--- src/rcat_defines.svh ---
// register offsets, field positions, reset values and timing counts
`ifndef RCAT_DEFINES_SVH
`define RCAT_DEFINES_SVH

// ======================================================================
// register offsets
`define RCAT_OFS_SCAN       32'h400000A4
`define RCAT_OFS_PUB_PTR    32'h400000B0
`define RCAT_OFS_PRIV_PTR   32'h400000B4
`define RCAT_OFS_COUNTS     32'h400000B8
`define RCAT_OFS_CIPH_CTRL  32'h400000C0
`define RCAT_OFS_KEY0       32'h400000C4
`define RCAT_OFS_KEY1       32'h400000C8
`define RCAT_OFS_KEY2       32'h400000CC
`define RCAT_OFS_KEY3       32'h400000D0
`define RCAT_OFS_BLK_PTR    32'h400000D4
`define RCAT_OFS_TX_MIC     32'h400000D8
`define RCAT_OFS_RX_MIC     32'h400000DC
`define RCAT_OFS_RF_TEST    32'h400000E0

// ======================================================================
// field positions
`define RCAT_SCAN_INIT_LSB  16
`define RCAT_START_BIT      0
`define RCAT_RX_ENDLESS_BIT 31
`define RCAT_TX_ENDLESS_BIT 15
`define RCAT_LEN_SEL_BIT    14
`define RCAT_PRBS_KIND_BIT  13
`define RCAT_PLD_SEL_BIT    12

// ======================================================================
// reset and seed values
`define RCAT_RESET_WORD     32'h00000000
`define RCAT_PRBS9_SEED     9'h1FF
`define RCAT_PRBS15_SEED    15'h7FFF

// ======================================================================
// timing: cipher engine latency, in clock cycles
`define RCAT_CIPHER_CYCLES  8'h40

`endif

--- src/rcat_pkg.sv ---
// types shared by the radio core register bank
package rcat_pkg;

	typedef enum logic [1:0] {
		RCAT_IDLE,
		RCAT_FETCH,
		RCAT_CRYPT,
		RCAT_DONE
	} rcat_cipher_state_t;

endpackage

--- src/rcat_regs.sv ---
// radio core scan, allowlist, cipher and rf test register bank
// Behaviour
// - nine-bit writable scan back-off initial value in bits 24:16
// - nine-bit writable scan upper limit in scan register bits 8:0
// - sixteen-bit writable start address of the public allowlist
// - sixteen-bit writable start address of the private allowlist
// - counts register: private entries in 15:8, public entries in 7:0
// - writing one to the start bit launches one 128-bit cipher operation
// - start bit clears itself at the completion event, masked or not
// - key built from four words, lowest offset holds bits 31:0
// - cipher block fetched from memory at the sixteen-bit block pointer
// - read-only tx and rx integrity codes valid at completion event
// - top bit of rf test control holds receive window open forever
// - endless transmit bit sends normal start then payload without end
// - endless payload without prbs repeats pattern of descriptor or test length bytes, as length select picks
// - length select picks descriptor length or test length up to 511
// - prbs kind bit picks nine-stage or fifteen-stage sequence
// - nine-stage generator is 1+x^5+x^9 seeded with all ones
// - fifteen-stage generator is 1+x^2+x^12+x^13+x^14+x^15 seeded all ones
// - payload select picks memory payload or prbs generator
// - nine-bit test length field gives tx packet length in bytes
`include "rcat_defines.svh"

module rcat_regs #(
	parameter int ADDR_W = 32,
	parameter int LEN_W  = 9
) (
	// clock and reset
	input  wire logic              clk_in,
	input  wire logic              rst_in,
	// register port
	input  wire logic [ADDR_W-1:0] reg_addr_in,
	input  wire logic [31:0]       reg_wdata_in,
	input  wire logic              reg_write_in,
	input  wire logic              reg_read_in,
	output logic      [31:0]       reg_rdata_out,
	// cipher engine and memory fetch
	output logic      [15:0]       mem_addr_out,
	output logic                   mem_req_out,
	input  wire logic [31:0]       mem_data_in,
	input  wire logic              mem_ack_in,
	input  wire logic [31:0]       tx_mic_in,
	input  wire logic [31:0]       rx_mic_in,
	output logic      [127:0]      cipher_key_out,
	output logic                   cipher_done_irq_out,
	// link layer controls
	output logic      [LEN_W-1:0]  scan_init_a_out,
	output logic      [LEN_W-1:0]  scan_upper_limit_out,
	output logic      [15:0]       allowlist_public_start_out,
	output logic      [15:0]       allowlist_private_start_out,
	output logic      [7:0]        private_entry_count_out,
	output logic      [7:0]        public_entry_count_out,
	output logic                   endless_rx_window_out,
	// rf test transmit payload path
	input  wire logic [LEN_W-1:0]  descriptor_adv_length_in,
	input  wire logic [7:0]        mem_payload_in,
	input  wire logic              tx_start_in,
	input  wire logic              tx_byte_take_in,
	output logic      [7:0]        tx_byte_out,
	output logic                   tx_active_out,
	output logic      [LEN_W-1:0]  tx_length_out
);

	// ==================================================================
	// state
	typedef struct packed {
		logic [LEN_W-1:0]             scan_init_a;
		logic [LEN_W-1:0]             scan_upper_limit;
		logic [15:0]                  pub_start;
		logic [15:0]                  priv_start;
		logic [7:0]                   priv_count;
		logic [7:0]                   pub_count;
		logic                         start;
		logic [127:0]                 key;
		logic [15:0]                  blk_addr;
		logic [31:0]                  tx_mic;
		logic [31:0]                  rx_mic;
		logic                         rx_endless;
		logic                         tx_endless;
		logic                         len_sel;
		logic                         prbs_kind;
		logic                         pld_sel;
		logic [LEN_W-1:0]             test_len;
		rcat_pkg::rcat_cipher_state_t cst;
		logic [7:0]                   ccount;
		logic [1:0]                   fetch_idx;
		logic                         mem_req;
		logic [15:0]                  mem_addr;
		logic                         irq;
		logic [31:0]                  rdata;
		logic [8:0]                   lfsr9;
		logic [14:0]                  lfsr15;
		logic                         tx_act;
		logic [LEN_W-1:0]             byte_cnt;
		logic [LEN_W-1:0]             tx_len;
		logic [7:0]                   tx_byte;
	} rcat_state_t;

	rcat_state_t st;
	rcat_state_t next_st;

	// ==================================================================
	// next-state logic
	always_comb begin
		logic [7:0]       prbs_byte;
		logic [8:0]       l9;
		logic [14:0]      l15;
		logic [LEN_W-1:0] eff_len;
		logic             last_byte;
		prbs_byte = 8'h00;
		eff_len   = '0;
		last_byte = 1'b0;
		l9        = st.lfsr9;
		l15       = st.lfsr15;
		next_st   = st;
		next_st.irq = 1'b0;
		next_st.rdata = `RCAT_RESET_WORD;

		// register writes; reserved bits are simply not stored
		if (reg_write_in) begin
			unique case (reg_addr_in)
			`RCAT_OFS_SCAN: begin
				next_st.scan_init_a = reg_wdata_in[`RCAT_SCAN_INIT_LSB +: LEN_W];
				next_st.scan_upper_limit = reg_wdata_in[LEN_W-1:0];
			end
			`RCAT_OFS_PUB_PTR:  next_st.pub_start = reg_wdata_in[15:0];
			`RCAT_OFS_PRIV_PTR: next_st.priv_start = reg_wdata_in[15:0];
			`RCAT_OFS_COUNTS: begin
				next_st.priv_count = reg_wdata_in[15:8];
				next_st.pub_count  = reg_wdata_in[7:0];
			end
			`RCAT_OFS_CIPH_CTRL: begin
				// a zero write does not abort a running operation
				if (reg_wdata_in[`RCAT_START_BIT])
					next_st.start = 1'b1;
			end
			`RCAT_OFS_KEY0: next_st.key[31:0]   = reg_wdata_in;
			`RCAT_OFS_KEY1: next_st.key[63:32]  = reg_wdata_in;
			`RCAT_OFS_KEY2: next_st.key[95:64]  = reg_wdata_in;
			`RCAT_OFS_KEY3: next_st.key[127:96] = reg_wdata_in;
			`RCAT_OFS_BLK_PTR: next_st.blk_addr = reg_wdata_in[15:0];
			`RCAT_OFS_RF_TEST: begin
				next_st.rx_endless = reg_wdata_in[`RCAT_RX_ENDLESS_BIT];
				next_st.tx_endless = reg_wdata_in[`RCAT_TX_ENDLESS_BIT];
				next_st.len_sel    = reg_wdata_in[`RCAT_LEN_SEL_BIT];
				next_st.prbs_kind  = reg_wdata_in[`RCAT_PRBS_KIND_BIT];
				next_st.pld_sel    = reg_wdata_in[`RCAT_PLD_SEL_BIT];
				next_st.test_len   = reg_wdata_in[LEN_W-1:0];
			end
			default: ;
			endcase
		end

		// register reads; unmapped addresses and reserved bits give zero
		if (reg_read_in) begin
			unique case (reg_addr_in)
			`RCAT_OFS_SCAN: begin
				next_st.rdata[`RCAT_SCAN_INIT_LSB +: LEN_W] = st.scan_init_a;
				next_st.rdata[LEN_W-1:0] = st.scan_upper_limit;
			end
			`RCAT_OFS_PUB_PTR:  next_st.rdata[15:0] = st.pub_start;
			`RCAT_OFS_PRIV_PTR: next_st.rdata[15:0] = st.priv_start;
			`RCAT_OFS_COUNTS: next_st.rdata[15:0] = {st.priv_count, st.pub_count};
			`RCAT_OFS_CIPH_CTRL: next_st.rdata[`RCAT_START_BIT] = st.start;
			`RCAT_OFS_KEY0: next_st.rdata = st.key[31:0];
			`RCAT_OFS_KEY1: next_st.rdata = st.key[63:32];
			`RCAT_OFS_KEY2: next_st.rdata = st.key[95:64];
			`RCAT_OFS_KEY3: next_st.rdata = st.key[127:96];
			`RCAT_OFS_BLK_PTR: next_st.rdata[15:0] = st.blk_addr;
			`RCAT_OFS_TX_MIC: next_st.rdata = st.tx_mic;
			`RCAT_OFS_RX_MIC: next_st.rdata = st.rx_mic;
			`RCAT_OFS_RF_TEST: begin
				next_st.rdata[`RCAT_RX_ENDLESS_BIT] = st.rx_endless;
				next_st.rdata[`RCAT_TX_ENDLESS_BIT] = st.tx_endless;
				next_st.rdata[`RCAT_LEN_SEL_BIT]    = st.len_sel;
				next_st.rdata[`RCAT_PRBS_KIND_BIT]  = st.prbs_kind;
				next_st.rdata[`RCAT_PLD_SEL_BIT]    = st.pld_sel;
				next_st.rdata[LEN_W-1:0]            = st.test_len;
			end
			default: ;
			endcase
		end

		// ==============================================================
		// cipher sequencer: fetch four words of the block, then wait
		unique case (st.cst)
		rcat_pkg::RCAT_IDLE: begin
			if (st.start) begin
				next_st.cst       = rcat_pkg::RCAT_FETCH;
				next_st.fetch_idx = 2'h0;
				next_st.mem_req   = 1'b1;
			end
		end
		rcat_pkg::RCAT_FETCH: begin
			if (mem_ack_in) begin
				next_st.fetch_idx = st.fetch_idx + 2'h1;
				if (st.fetch_idx == 2'h3) begin
					next_st.mem_req = 1'b0;
					next_st.cst     = rcat_pkg::RCAT_CRYPT;
					next_st.ccount  = `RCAT_CIPHER_CYCLES;
				end
			end
		end
		rcat_pkg::RCAT_CRYPT: begin
			next_st.ccount = st.ccount - 8'h01;
			if (st.ccount == 8'h01)
				next_st.cst = rcat_pkg::RCAT_DONE;
		end
		rcat_pkg::RCAT_DONE: begin
			// results latch with the event, independent of any mask
			next_st.irq    = 1'b1;
			next_st.start  = 1'b0;
			next_st.tx_mic = tx_mic_in;
			next_st.rx_mic = rx_mic_in;
			next_st.cst    = rcat_pkg::RCAT_IDLE;
		end
		endcase

		// ==============================================================
		// rf test payload generator
		if (st.len_sel)
			eff_len = st.test_len;
		else
			eff_len = descriptor_adv_length_in;
		last_byte = (st.byte_cnt + 1'b1 == eff_len);

		for (int i = 0; i < 8; i++) begin
			if (st.prbs_kind) begin
				prbs_byte[i] = l15[14];
				l15 = {l15[13:0], l15[14] ^ l15[13] ^ l15[12] ^
					l15[11] ^ l15[1]};
			end else begin
				prbs_byte[i] = l9[8];
				l9 = {l9[7:0], l9[8] ^ l9[4]};
			end
		end

		if (tx_start_in) begin
			next_st.tx_act   = 1'b1;
			next_st.byte_cnt = '0;
			next_st.tx_len   = eff_len;
			next_st.lfsr9    = `RCAT_PRBS9_SEED;
			next_st.lfsr15   = `RCAT_PRBS15_SEED;
		end else if (st.tx_act && tx_byte_take_in) begin
			if (st.pld_sel) begin
				next_st.tx_byte = prbs_byte;
				next_st.lfsr9   = l9;
				next_st.lfsr15  = l15;
			end else begin
				next_st.tx_byte = mem_payload_in;
			end
			next_st.byte_cnt = st.byte_cnt + 1'b1;
			if (last_byte) begin
				// endless mode wraps the pattern instead of stopping
				next_st.byte_cnt = '0;
				if (!st.tx_endless)
					next_st.tx_act = 1'b0;
			end
		end

		// fetch address held in a flop so the port never glitches
		next_st.mem_addr = next_st.blk_addr +
			{12'h000, next_st.fetch_idx, 2'h0};
	end

	// ==================================================================
	// state register; every field resets to zero
	always_ff @(posedge clk_in or posedge rst_in) begin
		if (rst_in) begin
			st <= '0;
		end else begin
			st <= next_st;
		end
	end

	// ==================================================================
	// outputs straight from flops
	assign reg_rdata_out               = st.rdata;
	assign mem_addr_out                = st.mem_addr;
	assign mem_req_out                 = st.mem_req;
	assign cipher_key_out              = st.key;
	assign cipher_done_irq_out         = st.irq;
	assign scan_init_a_out             = st.scan_init_a;
	assign scan_upper_limit_out        = st.scan_upper_limit;
	assign allowlist_public_start_out  = st.pub_start;
	assign allowlist_private_start_out = st.priv_start;
	assign private_entry_count_out     = st.priv_count;
	assign public_entry_count_out      = st.pub_count;
	assign endless_rx_window_out       = st.rx_endless;
	assign tx_byte_out                 = st.tx_byte;
	assign tx_active_out               = st.tx_act;
	assign tx_length_out               = st.tx_len;

endmodule

--- config.mk ---
export PLATFORM = sky130hd
export DESIGN_NAME = rcat_regs
export DESIGN_NICKNAME = d
export VERILOG_FILES = /design/src/rcat_pkg.sv /design/src/rcat_regs.sv
export VERILOG_INCLUDE_DIRS = /design/src
export SDC_FILE = /design/constraint.sdc
export NUM_CORES = 1
export LEC_CHECK = 0
export CAP_MARGIN = 20
export CORE_ASPECT_RATIO = 0.6
export CORE_MARGIN = 8
export CORE_UTILIZATION = 55
export CTS_CLUSTER_SIZE = 25
export DETAILED_ROUTE_END_ITERATION = 8
export DONT_BUFFER_PORTS = 1
export PLACE_DENSITY = 0.7
export SYNTH_ARGS = -nofsm -noshare
export SYNTH_HDL_FRONTEND = slang
export SYNTH_SLANG_ARGS = --single-unit
--- constraint.sdc ---
create_clock -name clk_in -period 16.5 [get_ports clk_in]
set_clock_uncertainty 0.05 [all_clocks]
set_input_delay 0.825 -clock clk_in [delete_from_list [all_inputs] [get_ports clk_in]]
set_output_delay 0.825 -clock clk_in [all_outputs]
set_load 0.02 [all_outputs]
==> flow_summary_export.csv, run 1 <==
group,metric,value,unit
outcome,status,"finished, final reports clean",
clocking,cts_setup_buffers,0,
critical_path,crit_fanout,10,
clocking,clkTransAtPathRegs,0.07,ns
timing,max_freq,0.250,GHz
timing,slew_headroom,0.221,
layout,final_cell_mix,"400 x dfrtp_1, 262 x mux2_2, 69 x nand2_1, 67 x a22oi_1, 52 x nor2_1",
global_route,grt.total_usage,0.283,
timing,finalCriticalPeriod,4.00,ns
layout,layout_commonest_cell,"dfrtp_1",
synthesis,synth_cells,1654,
synthesis,synth_edf_count,0,
die,io_pins,447,
timing,tns,0,ns
clocking,cts_buffers,39,
clocking,h-tree-depth,2,
die,start_util,0.552,
timing,drv_slew,0,
synthesis,syn_area_per_cell,12.0,um2
timing,worst_pin_slew,1.17,ns
synthesis,syn_nets,1845,
timing,whs,0.229,ns
job,cap_violations,0,
place,dp.cells,1814,
power_and_ir_drop,p_leak,9.04,nW
clocking,clock-sinks,400,
power_and_ir_drop,vdd_drop_max,0.0814,mV
global_route,grt_use_met2,0.420,
global_route,grtUsageMet3,0.122,
detailed_routing,wl_per_cell,32.8,um
detailed_routing,drtPass1Iterations,7,
synthesis,synth.ff_latch_count,400,
timing,hold_viol,0,
place,postPlaceCellArea,18400,um2
timing,rsz0062_at_grt,"false",
global_route,grt.overflow.total,0,
layout,num-nets-final,1573,
die,rows,54,
power_and_ir_drop,power_density,112,nW/um2
global_route,antenna_found_initial,10,
clocking,insertion_delay,0.54,ns
critical_path,cpMaxStageDelayCell,"nor3_1",
hold_path,min_path_type,"in -> async",
layout,syn_to_final_growth,-0.523,%
clocking,cts_resized,0,
synthesis,synth_top_area_share,0.504,
detailed_routing,antenna_left,0,
detailed_routing,vias,12374,
power_and_ir_drop,finalPower,2.22,mW
critical_path,criticalPathCategory,"in -> reg",
critical_path,end_kind,"register",
synthesis,synthFlopType,"dfrtp_1",
detailed_routing,drc,0,
die,die_h,163,um
die,die_w,261,um
place,io_buffer_count,0,
global_route,grt_pass1_wl,88500,um
die,core_area,35900,um2
layout,fin_area,19700,um2
critical_path,worstPathCellList,"and3b_1, nand2_1, nor4_4, buf_4, mux2_2, ha_1, inv_1, fa_1, nor3_1, nand2_1, xnor2_1",
global_route,first_global_vias,12458,
place,routabilityCongestion,0.879,
synthesis,async_flop_share,1.00,
synthesis,ys_seq_area_frac,0.504,
synthesis,synth_cell_types,65,
global_route,grt_max_degree,116,
timing,finalCritPeriodShare,0.242,
synthesis,synth_area_leaders,"dfrtp_1 50%, mux2_2 15%, buf_4 9.9%",
clocking,clockRootBuffer,"clkbuf_16",
critical_path,cp_data_required_time,16.87,ns
critical_path,crit_top_cell,"nand2_1",
synthesis,synth_area_leader_cell,"dfrtp_1",
detailed_routing,drt-total-wl,62100,um
die,die_area,42600,um2
critical_path,cpPeakStageDelay,0.62,ns
critical_path,crit_path_start_kind,"input port",
synthesis,synth_area,19900,um2
layout,final_cells,1894,
global_route,grtUsageMet1,0.378,
place,detailed_place_hpwl,43900,um
synthesis,synth_warnings,0,
detailed_routing,via_per_inst,6.53,
critical_path,cp.arrival,4.37,ns
detailed_routing,drt-initial-drc-count,1351,
global_route,busiest_layer,"met2",
clocking,holdBufCountCts,0,
timing,setup_viol,0,
clocking,cts_tree,"yes",
layout,drive_above_1_share,0.276,
clocking,clock_path_buffers,3,
[routing by layer]
layer / vias to the layer above / share of wire
met1: 6414 / 0.40
met5: - / 0.00037
met2: 707 / 0.44
met3: 113 / 0.13
li1: 5136 / -
met4: 4 / 0.025
[sequential cells by signal, indices dropped and copies added (netlist names), 9 cells and up, named ones only]
name / count
scan_init_a_out: 9
allowlist_private_start_out: 16
cipher_key_out: 128
reg_rdata_out: 32
allowlist_public_start_out: 16
mem_addr_out: 16
st: 136
tx_length_out: 9
scan_upper_limit_out: 9
[path summary, 6_finish.rpt]
kind,start,endpoint,slack (ns),depth (start not counted)
max in group asynchronous,rst_in,reg_rdata_out[27],13.88,3
worst min-delay path,rst_in,tx_length_out[2],0.23,1
worst max register to register,st[124],tx_active_out,13.43,7
min in group clk_in,tx_start_in,tx_length_out[8],0.32,1
worst max-delay path,reg_addr_in[5],mem_addr_out[14],12.50,11
worst min register to register,st[186],st[186],0.46,1
[synth_stat cells, types with 7 or more instances]
library cell and n:
nor3_1 9, mux2i_1 35, a211o_1 8, a21oi_1 35
buf_4 261, xor2_1 22, a22o_1 16, xnor2_1 39
buf_1 14, mux2_2 262, a22oi_1 67, buf_2 20
a222oi_1 16, inv_1 20, dfrtp_1 400, nor2b_1 7
a221oi_1 17, mux2_1 32, clkbuf_1 45, nor2_1 52
nand2_1 72, nand3_1 23, o21ai_0 40, a31oi_1 29
nor4_1 9
[where the power goes]
group | total (mW) | internal, mW | switching (mW)
Combinational | 0.168 | 0.0859 | 0.0818
Clock | 0.914 | 0.528 | 0.387
Sequential | 1.14 | 1.07 | 0.0676
[worst max-delay path, delay by kind of cell]
family	cells	cell delay (ns)
multiplexers	1	0.22
adder cells (fa/ha/maj)	2	0.74
AND/OR/NAND/NOR	5	2.09
XOR/XNOR	1	0.15
buffers and inverters	2	0.32
[final cells by class]
type / count / area, um2
Antenna cell: 7 / 17.5
Clock buffer: 55 / 1130
Clock inverter: 15 / 179
Fill cell: 3059 / 16200
Inverter: 20 / 82.6
Multi-Input combinational cell: 890 / 7480
Sequential cell: 400 / 10000
Tap cell: 476 / 596
Timing Repair Buffer: 31 / 256
[per-stage QoR]
step,util,setup slack [ns]
after floorplan,-,4.50
after global placement,0.511,11.35
after detailed placement,0.511,11.28
after CTS,0.548,11.86
after global routing,0.549,12.44
final,0.549,12.50
[kinds of logic (layout without fill, tap and decap cells)]
kind of cell	Yosys count	count (layout)	share of synthesized area
buffers and inverters	364	121	0.121
AND/OR/NAND/NOR	232	232	0.0630
other	0	7	0
multiplexers	330	330	0.186
adder cells (fa/ha/maj)	7	7	0.00479
flip-flops	400	400	0.504
XOR/XNOR	64	64	0.0303
AO/OA/AOI/OAI	257	257	0.0915
No activity file was read; power rests on OpenSTA's default activity.
==> inputs of run 2 (changes only) <==
--- a/config.mk
+++ b/config.mk
@@ -13,7 +13,7 @@
 export CTS_CLUSTER_SIZE = 25
 export DETAILED_ROUTE_END_ITERATION = 8
 export DONT_BUFFER_PORTS = 1
-export PLACE_DENSITY = 0.7
+export PLACE_DENSITY = 0.73
 export SYNTH_ARGS = -nofsm -noshare
 export SYNTH_HDL_FRONTEND = slang
 export SYNTH_SLANG_ARGS = --single-unit
==> constraint.sdc (replaced) <==
create_clock -name clk_in -period 3.35 [get_ports clk_in]
set_clock_uncertainty 0.05 [all_clocks]
set_input_delay 0.1675 -clock clk_in [delete_from_list [all_inputs] [get_ports clk_in]]
set_output_delay 0.1675 -clock clk_in [all_outputs]
set_load 0.02 [all_outputs]
==> run 2 against run 1 <==
Count of clock-buffer cells in the layout decreased by 5. First-iteration DRC count increased by 16%. Clock power increased to 5.1 times the previous value. Cell count increased by 7.4%. Combinational power increased to 6.1 times the previous value. Critical path depth decreased by 3. Critical endpoint is now tx_active_out. Non-clock buffer count increased by 146. Design area increased by 7.7%. Via count increased by 6.3%. Hold slack got worse by 0.21 ns. Die area unchanged.
==> flow_summary_export.csv, run 2 (same netlist as run 1, synthesis figures left out) <==
group,metric,value,unit
outcome,status,"finished, final reports clean",
hold_path,min_to,"mem_addr_out[6]",
power_and_ir_drop,power_frac_clock,0.415,
detailed_routing,antenna_left,0,
critical_path,crit_path_start_kind,"register",
timing,finalCriticalPeriod,2.91,ns
clocking,h-tree-depth,2,
detailed_routing,drc,0,
detailed_routing,met2_length,28300,um
detailed_routing,drt-total-wl,64100,um
critical_path,criticalPathCategory,"reg -> reg",
clocking,insertion_delay,0.55,ns
critical_path,crit_fanout,6,
hold_path,hp-start,"reg_wdata_in[4]",
place,dp_slack,0.260,ns
global_route,first_global_vias,13376,
power_and_ir_drop,finalPower,11.3,mW
layout,utilization,0.592,
die,rows,54,
timing,rsz0062_at_grt,"false",
clocking,cts_setup_buffers,0,
power_and_ir_drop,switching_share,0.244,
power_and_ir_drop,power.share.combinational,0.090,
clocking,cts_tree,"yes",
die,die_w,261,um
detailed_routing,via_per_inst,6.46,
layout,num-nets-final,1719,
power_and_ir_drop,switching_power,2.77,mW
layout,drive_above_1_share,0.265,
clocking,cts_buffers,39,
die,start_util,0.552,
critical_path,reg2reg_slack,0.44,ns
power_and_ir_drop,power.internal,8.56,mW
timing,hold_viol,0,
timing,finalCritPeriodShare,0.870,
die,die_area,42600,um2
detailed_routing,drtPass1Iterations,8,
place,detailed_place_hpwl,44600,um
power_and_ir_drop,pwr-share-seq,0.495,
layout,max_flop_register,"st",
detailed_routing,wl_per_cell,31.5,um
power_and_ir_drop,power_density,532,nW/um2
global_route,grt.total_usage,0.293,
global_route,antenna_found_initial,4,
place,routabilityCongestion,0.915,
layout,final_cell_mix,"400 x dfrtp_1, 262 x mux2_2, 126 x dlygate4sd3_1, 69 x nand2_1, 67 x a22oi_1",
detailed_routing,drt-initial-drc-count,1566,
timing,slew_headroom,0.433,
timing,drv_slew,0,
global_route,grt.overflow.total,0,
job,cap_violations,0,
layout,largest_reg_flops,136,
place,postPlaceCellArea,18600,um2
critical_path,cp.arrival,3.30,ns
critical_path,r2r-end,"tx_active_out",
layout,layout_commonest_cell,"dfrtp_1",
timing,worst_pin_slew,0.840,ns
critical_path,worstRegToRegCells,8,
layout,fin_area,21300,um2
clocking,clock_path_buffers,3,
hold_path,min_path_type,"in -> reg",
detailed_routing,vias,13149,
hold_path,hold_depth,5,
global_route,grt_max_degree,92,
detailed_routing,wirelength_met1,24900,um
clocking,clkTransAtPathRegs,0.07,ns
detailed_routing,top_layer,"met5",
timing,setup_slack,0.437,ns
place,io_buffer_count,0,
die,core_area,35900,um2
layout,num-fill-cells,2819,
die,io_pins,447,
detailed_routing,wl_met3,8340,um
clocking,clockRootBuffer,"clkbuf_16",
timing,max_freq,0.343,GHz
clocking,clock-sinks,400,
critical_path,cp_data_required_time,3.74,ns
critical_path,end_kind,"register",
power_and_ir_drop,p_leak,9.71,nW
critical_path,r2r_start,"st[124]",
die,die_h,163,um
power_and_ir_drop,vdd_drop_max,0.373,mV
global_route,grt_pass1_wl,92400,um
timing,setup_viol,0,
layout,syn_to_final_growth,7.17,%
[run 2: changes by cell type in the layout (fill, tap and decap cells not counted), sizes merged]
cell / change
dlygate4sd3: +126
diode: -4
inv: +3
buf: +20
clkinv: -3
clkbuf: -5
bufinv: +3
[run 2: layout make-up]
class | count | area (um2) | area share
diodes | 3 | 7.51 | 0.000353
clock buffers | 50 | 1090 | 0.0511
clock inverters | 18 | 259 | 0.0122
inverters | 20 | 78.8 | 0.00371
multi-input cells | 890 | 7480 | 0.352
flip-flops and latches | 400 | 10000 | 0.471
well taps | 476 | 596 | 0.0280
repair buffers | 177 | 1760 | 0.0826
[run 2: layer usage]
layer / global-route usage / vias up
met5: 0 / -
met2: 0.429 / 839
met3: 0.126 / 163
li1: - / 5404
met4: 0.119 / 2
met1: 0.382 / 6741
[run 2: what timing repair did]
| action | 4_1_cts | 5_1_grt |
|---|---|---|
| hold buffers | 126 | 1 |
| endpoints found under the setup margin | 0 | 0 |
| resized for setup | 0 | 0 |
| endpoints found under the hold margin | 397 | 3 |
[run 2: power by group through the flow]
stage	clock network, mW	registers [mW]	logic, mW
after floorplan	0	5.53	0.799
after global routing	4.96	5.65	1.12
after CTS	4.75	5.59	1.02
after global placement	0	5.65	0.793
final	4.69	5.61	1.02
after detailed placement	0	5.68	0.832
[run 2: how the worst max path moves through the flow]
stage / from / endpoint / slack [ns]
2_1_floorplan: rst_in / asynchronous set/reset pin / -2.25
3_3_place_gp: reg_addr_in[1] / mem_addr_out[14] / 0.33
3_5_place_dp: reg_addr_in[1] / mem_addr_out[14] / 0.26
4_1_cts: st[17] / tx_active_out / 0.48
5_1_grt: st[17] / tx_active_out / 0.28
6_report: st[124] / tx_active_out / 0.44
[run 2: critical path: stages (launching register included)]
cell and delay [ns]:
dfrtp_1 0.53, buf_4 0.23, mux2i_1 0.39, xor2_1 0.18
nand3_1 0.10, nor4_1 0.46, nand3_1 0.18, or3b_2 0.49
a21o_1 0.19
[run 2: metrics by stage]
step	instances	TNS, ns	hold slack [ns]
floorplan	1654	-901.31	0.249
global route	2034	0	0.0204
CTS	2029	0	0.00265
detailed placement	1835	0	0.113
finish	2034	0	0.0179
global placement	1835	0	0.113
==> inputs of run 3 (changes only) <==
--- a/config.mk
+++ b/config.mk
@@ -10,6 +10,7 @@
 export CORE_ASPECT_RATIO = 0.6
 export CORE_MARGIN = 8
 export CORE_UTILIZATION = 55
+export CTS_BUF_LIST = sky130_fd_sc_hd__clkbuf_8
 export CTS_CLUSTER_SIZE = 25
 export DETAILED_ROUTE_END_ITERATION = 8
 export DONT_BUFFER_PORTS = 1
==> run 3 against run 2 <==
Clock power down 4.9%. Die area unchanged. Combinational power about the same. First-iteration DRC count up 1.7%. Cell count up 2.4%. Non-clock buffer count up 8. Via count up 1.5%. Wire length up 0.35%. Largest power group unchanged.
==> flow_summary_export.csv, run 3 (same netlist as run 1, synthesis figures left out) <==
group,metric,value,unit
critical_path,end_kind,"register",
layout,utilization,0.594,
clocking,clock-sinks,400,
global_route,grtUsageMet3,0.116,
timing,worst_pin_slew,0.931,ns
hold_path,hold_depth,4,
layout,syn_to_final_growth,7.62,%
layout,regArea,10000,um2
global_route,grt.total_usage,0.294,
clocking,cts_tree,"yes",
die,die_h,163,um
place,io_buffer_count,0,
global_route,grt_use_met2,0.427,
clocking,cts_buffers,60,
global_route,grt_max_degree,92,
power_and_ir_drop,power_density,520,nW/um2
global_route,antenna_found_initial,2,
layout,final_cell_mix,"400 x dfrtp_1, 262 x mux2_2, 133 x dlygate4sd3_1, 79 x clkbuf_8, 69 x nand2_1",
timing,finalCritPeriodShare,0.898,
critical_path,cp.arrival,3.50,ns
hold_path,min_path_type,"in -> reg",
layout,multi_input_area,7490,um2
timing,setup_viol,0,
clocking,insertion_delay,0.65,ns
clocking,clock_path_buffers,3,
detailed_routing,vias,13352,
detailed_routing,drt-initial-drc-count,1593,
place,detailed_place_hpwl,44600,um
layout,largest_reg_flops,136,
global_route,grtUsageMet1,0.388,
global_route,busiest_layer,"met2",
die,io_pins,447,
critical_path,r2r_start,"st[124]",
global_route,grt.overflow.total,0,
detailed_routing,drt-total-wl,64400,um
detailed_routing,wl_per_cell,30.9,um
hold_path,hp-start,"reg_addr_in[31]",
timing,max_freq,0.332,GHz
place,dp.cells,1835,
critical_path,startpoint,"st[124]",
layout,drive_above_1_share,0.277,
critical_path,worstRegToRegCells,8,
global_route,first_global_vias,13665,
timing,drv_slew,0,
die,die_w,261,um
power_and_ir_drop,p_leak,9.83,nW
clocking,clockRootBuffer,"clkbuf_8",
timing,finalCriticalPeriod,3.01,ns
critical_path,cp_data_required_time,3.84,ns
detailed_routing,drtPass1Iterations,8,
layout,layout_commonest_cell,"dfrtp_1",
place,routabilityCongestion,0.915,
detailed_routing,antenna_left,0,
power_and_ir_drop,vdd_drop_max,0.319,mV
die,rows,54,
layout,final_cells,2082,
layout,max_flop_register,"st",
clocking,h-tree-depth,2,
critical_path,crit_fanout,6,
die,start_util,0.552,
job,cap_violations,0,
timing,slew_headroom,0.377,
timing,rsz0062_at_grt,"false",
detailed_routing,drc,0,
die,die_area,42600,um2
timing,hold_viol,0,
layout,num-nets-final,1748,
critical_path,criticalPathCategory,"reg -> reg",
detailed_routing,via_per_inst,6.41,
clocking,clkTransAtPathRegs,0.07,ns
outcome,status,"finished, final reports clean",
die,core_area,35900,um2
global_route,grt_pass1_wl,93500,um
layout,num-fill-cells,2825,
critical_path,crit_path_start_kind,"register",
==> run 3: cell types whose count changed in the layout (fill, tap and decap cells not counted), moves of 2 or more <==
cell           before  now
clkinvlp_4          1    3
inv_1              19   32
clkbuf_1            4    0
inv_6               5    0
dlygate4sd3_1     126  133
clkbuf_16          39    0
clkbuf_8            7   79
==> run 3: timing repair <==
action / CTS / global route
setup endpoints to repair: 0 / 7
hold buffers: 135 / 1
endpoints found under the hold margin: 715 / 3
buffers inserted: 0 / 0
resized for setup: 0 / 3
==> run 3: final timing paths <==
kind,to,slack (ns)
max,tx_active_out,0.34
min,st[194],0.01
max reg2reg,tx_active_out,0.34
min reg2reg,st[136],0.46
max in group asynchronous,reg_rdata_out[0],2.24
min in group asynchronous,st[123],0.07
==> run 3: power breakdown <==
part | leakage [nW] | switching (mW) | internal, mW | total [mW]
sequential | 5.32 | 0.349 | 5.26 | 5.61
combinational | 3.78 | 0.499 | 0.535 | 1.03
clock | 0.740 | 1.98 | 2.49 | 4.46
==> run 3: cell type report <==
cell class	count	area share
Timing Repair Buffer	185	0.0861
Multi-Input combinational cell	890	0.350
Sequential cell	400	0.469
Clock inverter	28	0.0121
Tap cell	476	0.0279
Antenna cell	4	0.000469
Inverter	20	0.00369
Clock buffer	79	0.0509
==> run 3: per-stage QoR <==
stage               power [mW]  instance area [um2]  hold slack, ns  setup WS [ns]  TNS, ns
finish                    11.1                21400          0.0128          0.342        0
global route              11.5                21400          0.0216          0.188        0
CTS                       11.1                21300         0.00592         0.0126        0
detailed placement        6.51                18600           0.113          0.260        0
global placement          6.44                18600           0.113          0.334        0
floorplan                 6.33                19900           0.249          -2.25  -901.31
==> run 3: worst max-delay path: stages, from the launching register on <==
cell and delay, ns:
dfrtp_1 0.54, buf_4 0.24, mux2i_1 0.35, xor2_1 0.18, nand3_1 0.10, nor4_1 0.54, nand3_1 0.19, or3b_2 0.51
a21o_1 0.20
==> run 3: per-layer routing <==
layer	vias to the layer above	share of wire
met5	-	0
met4	0	0.045
met3	180	0.13
met2	850	0.44
met1	6830	0.39
li1	5492	-
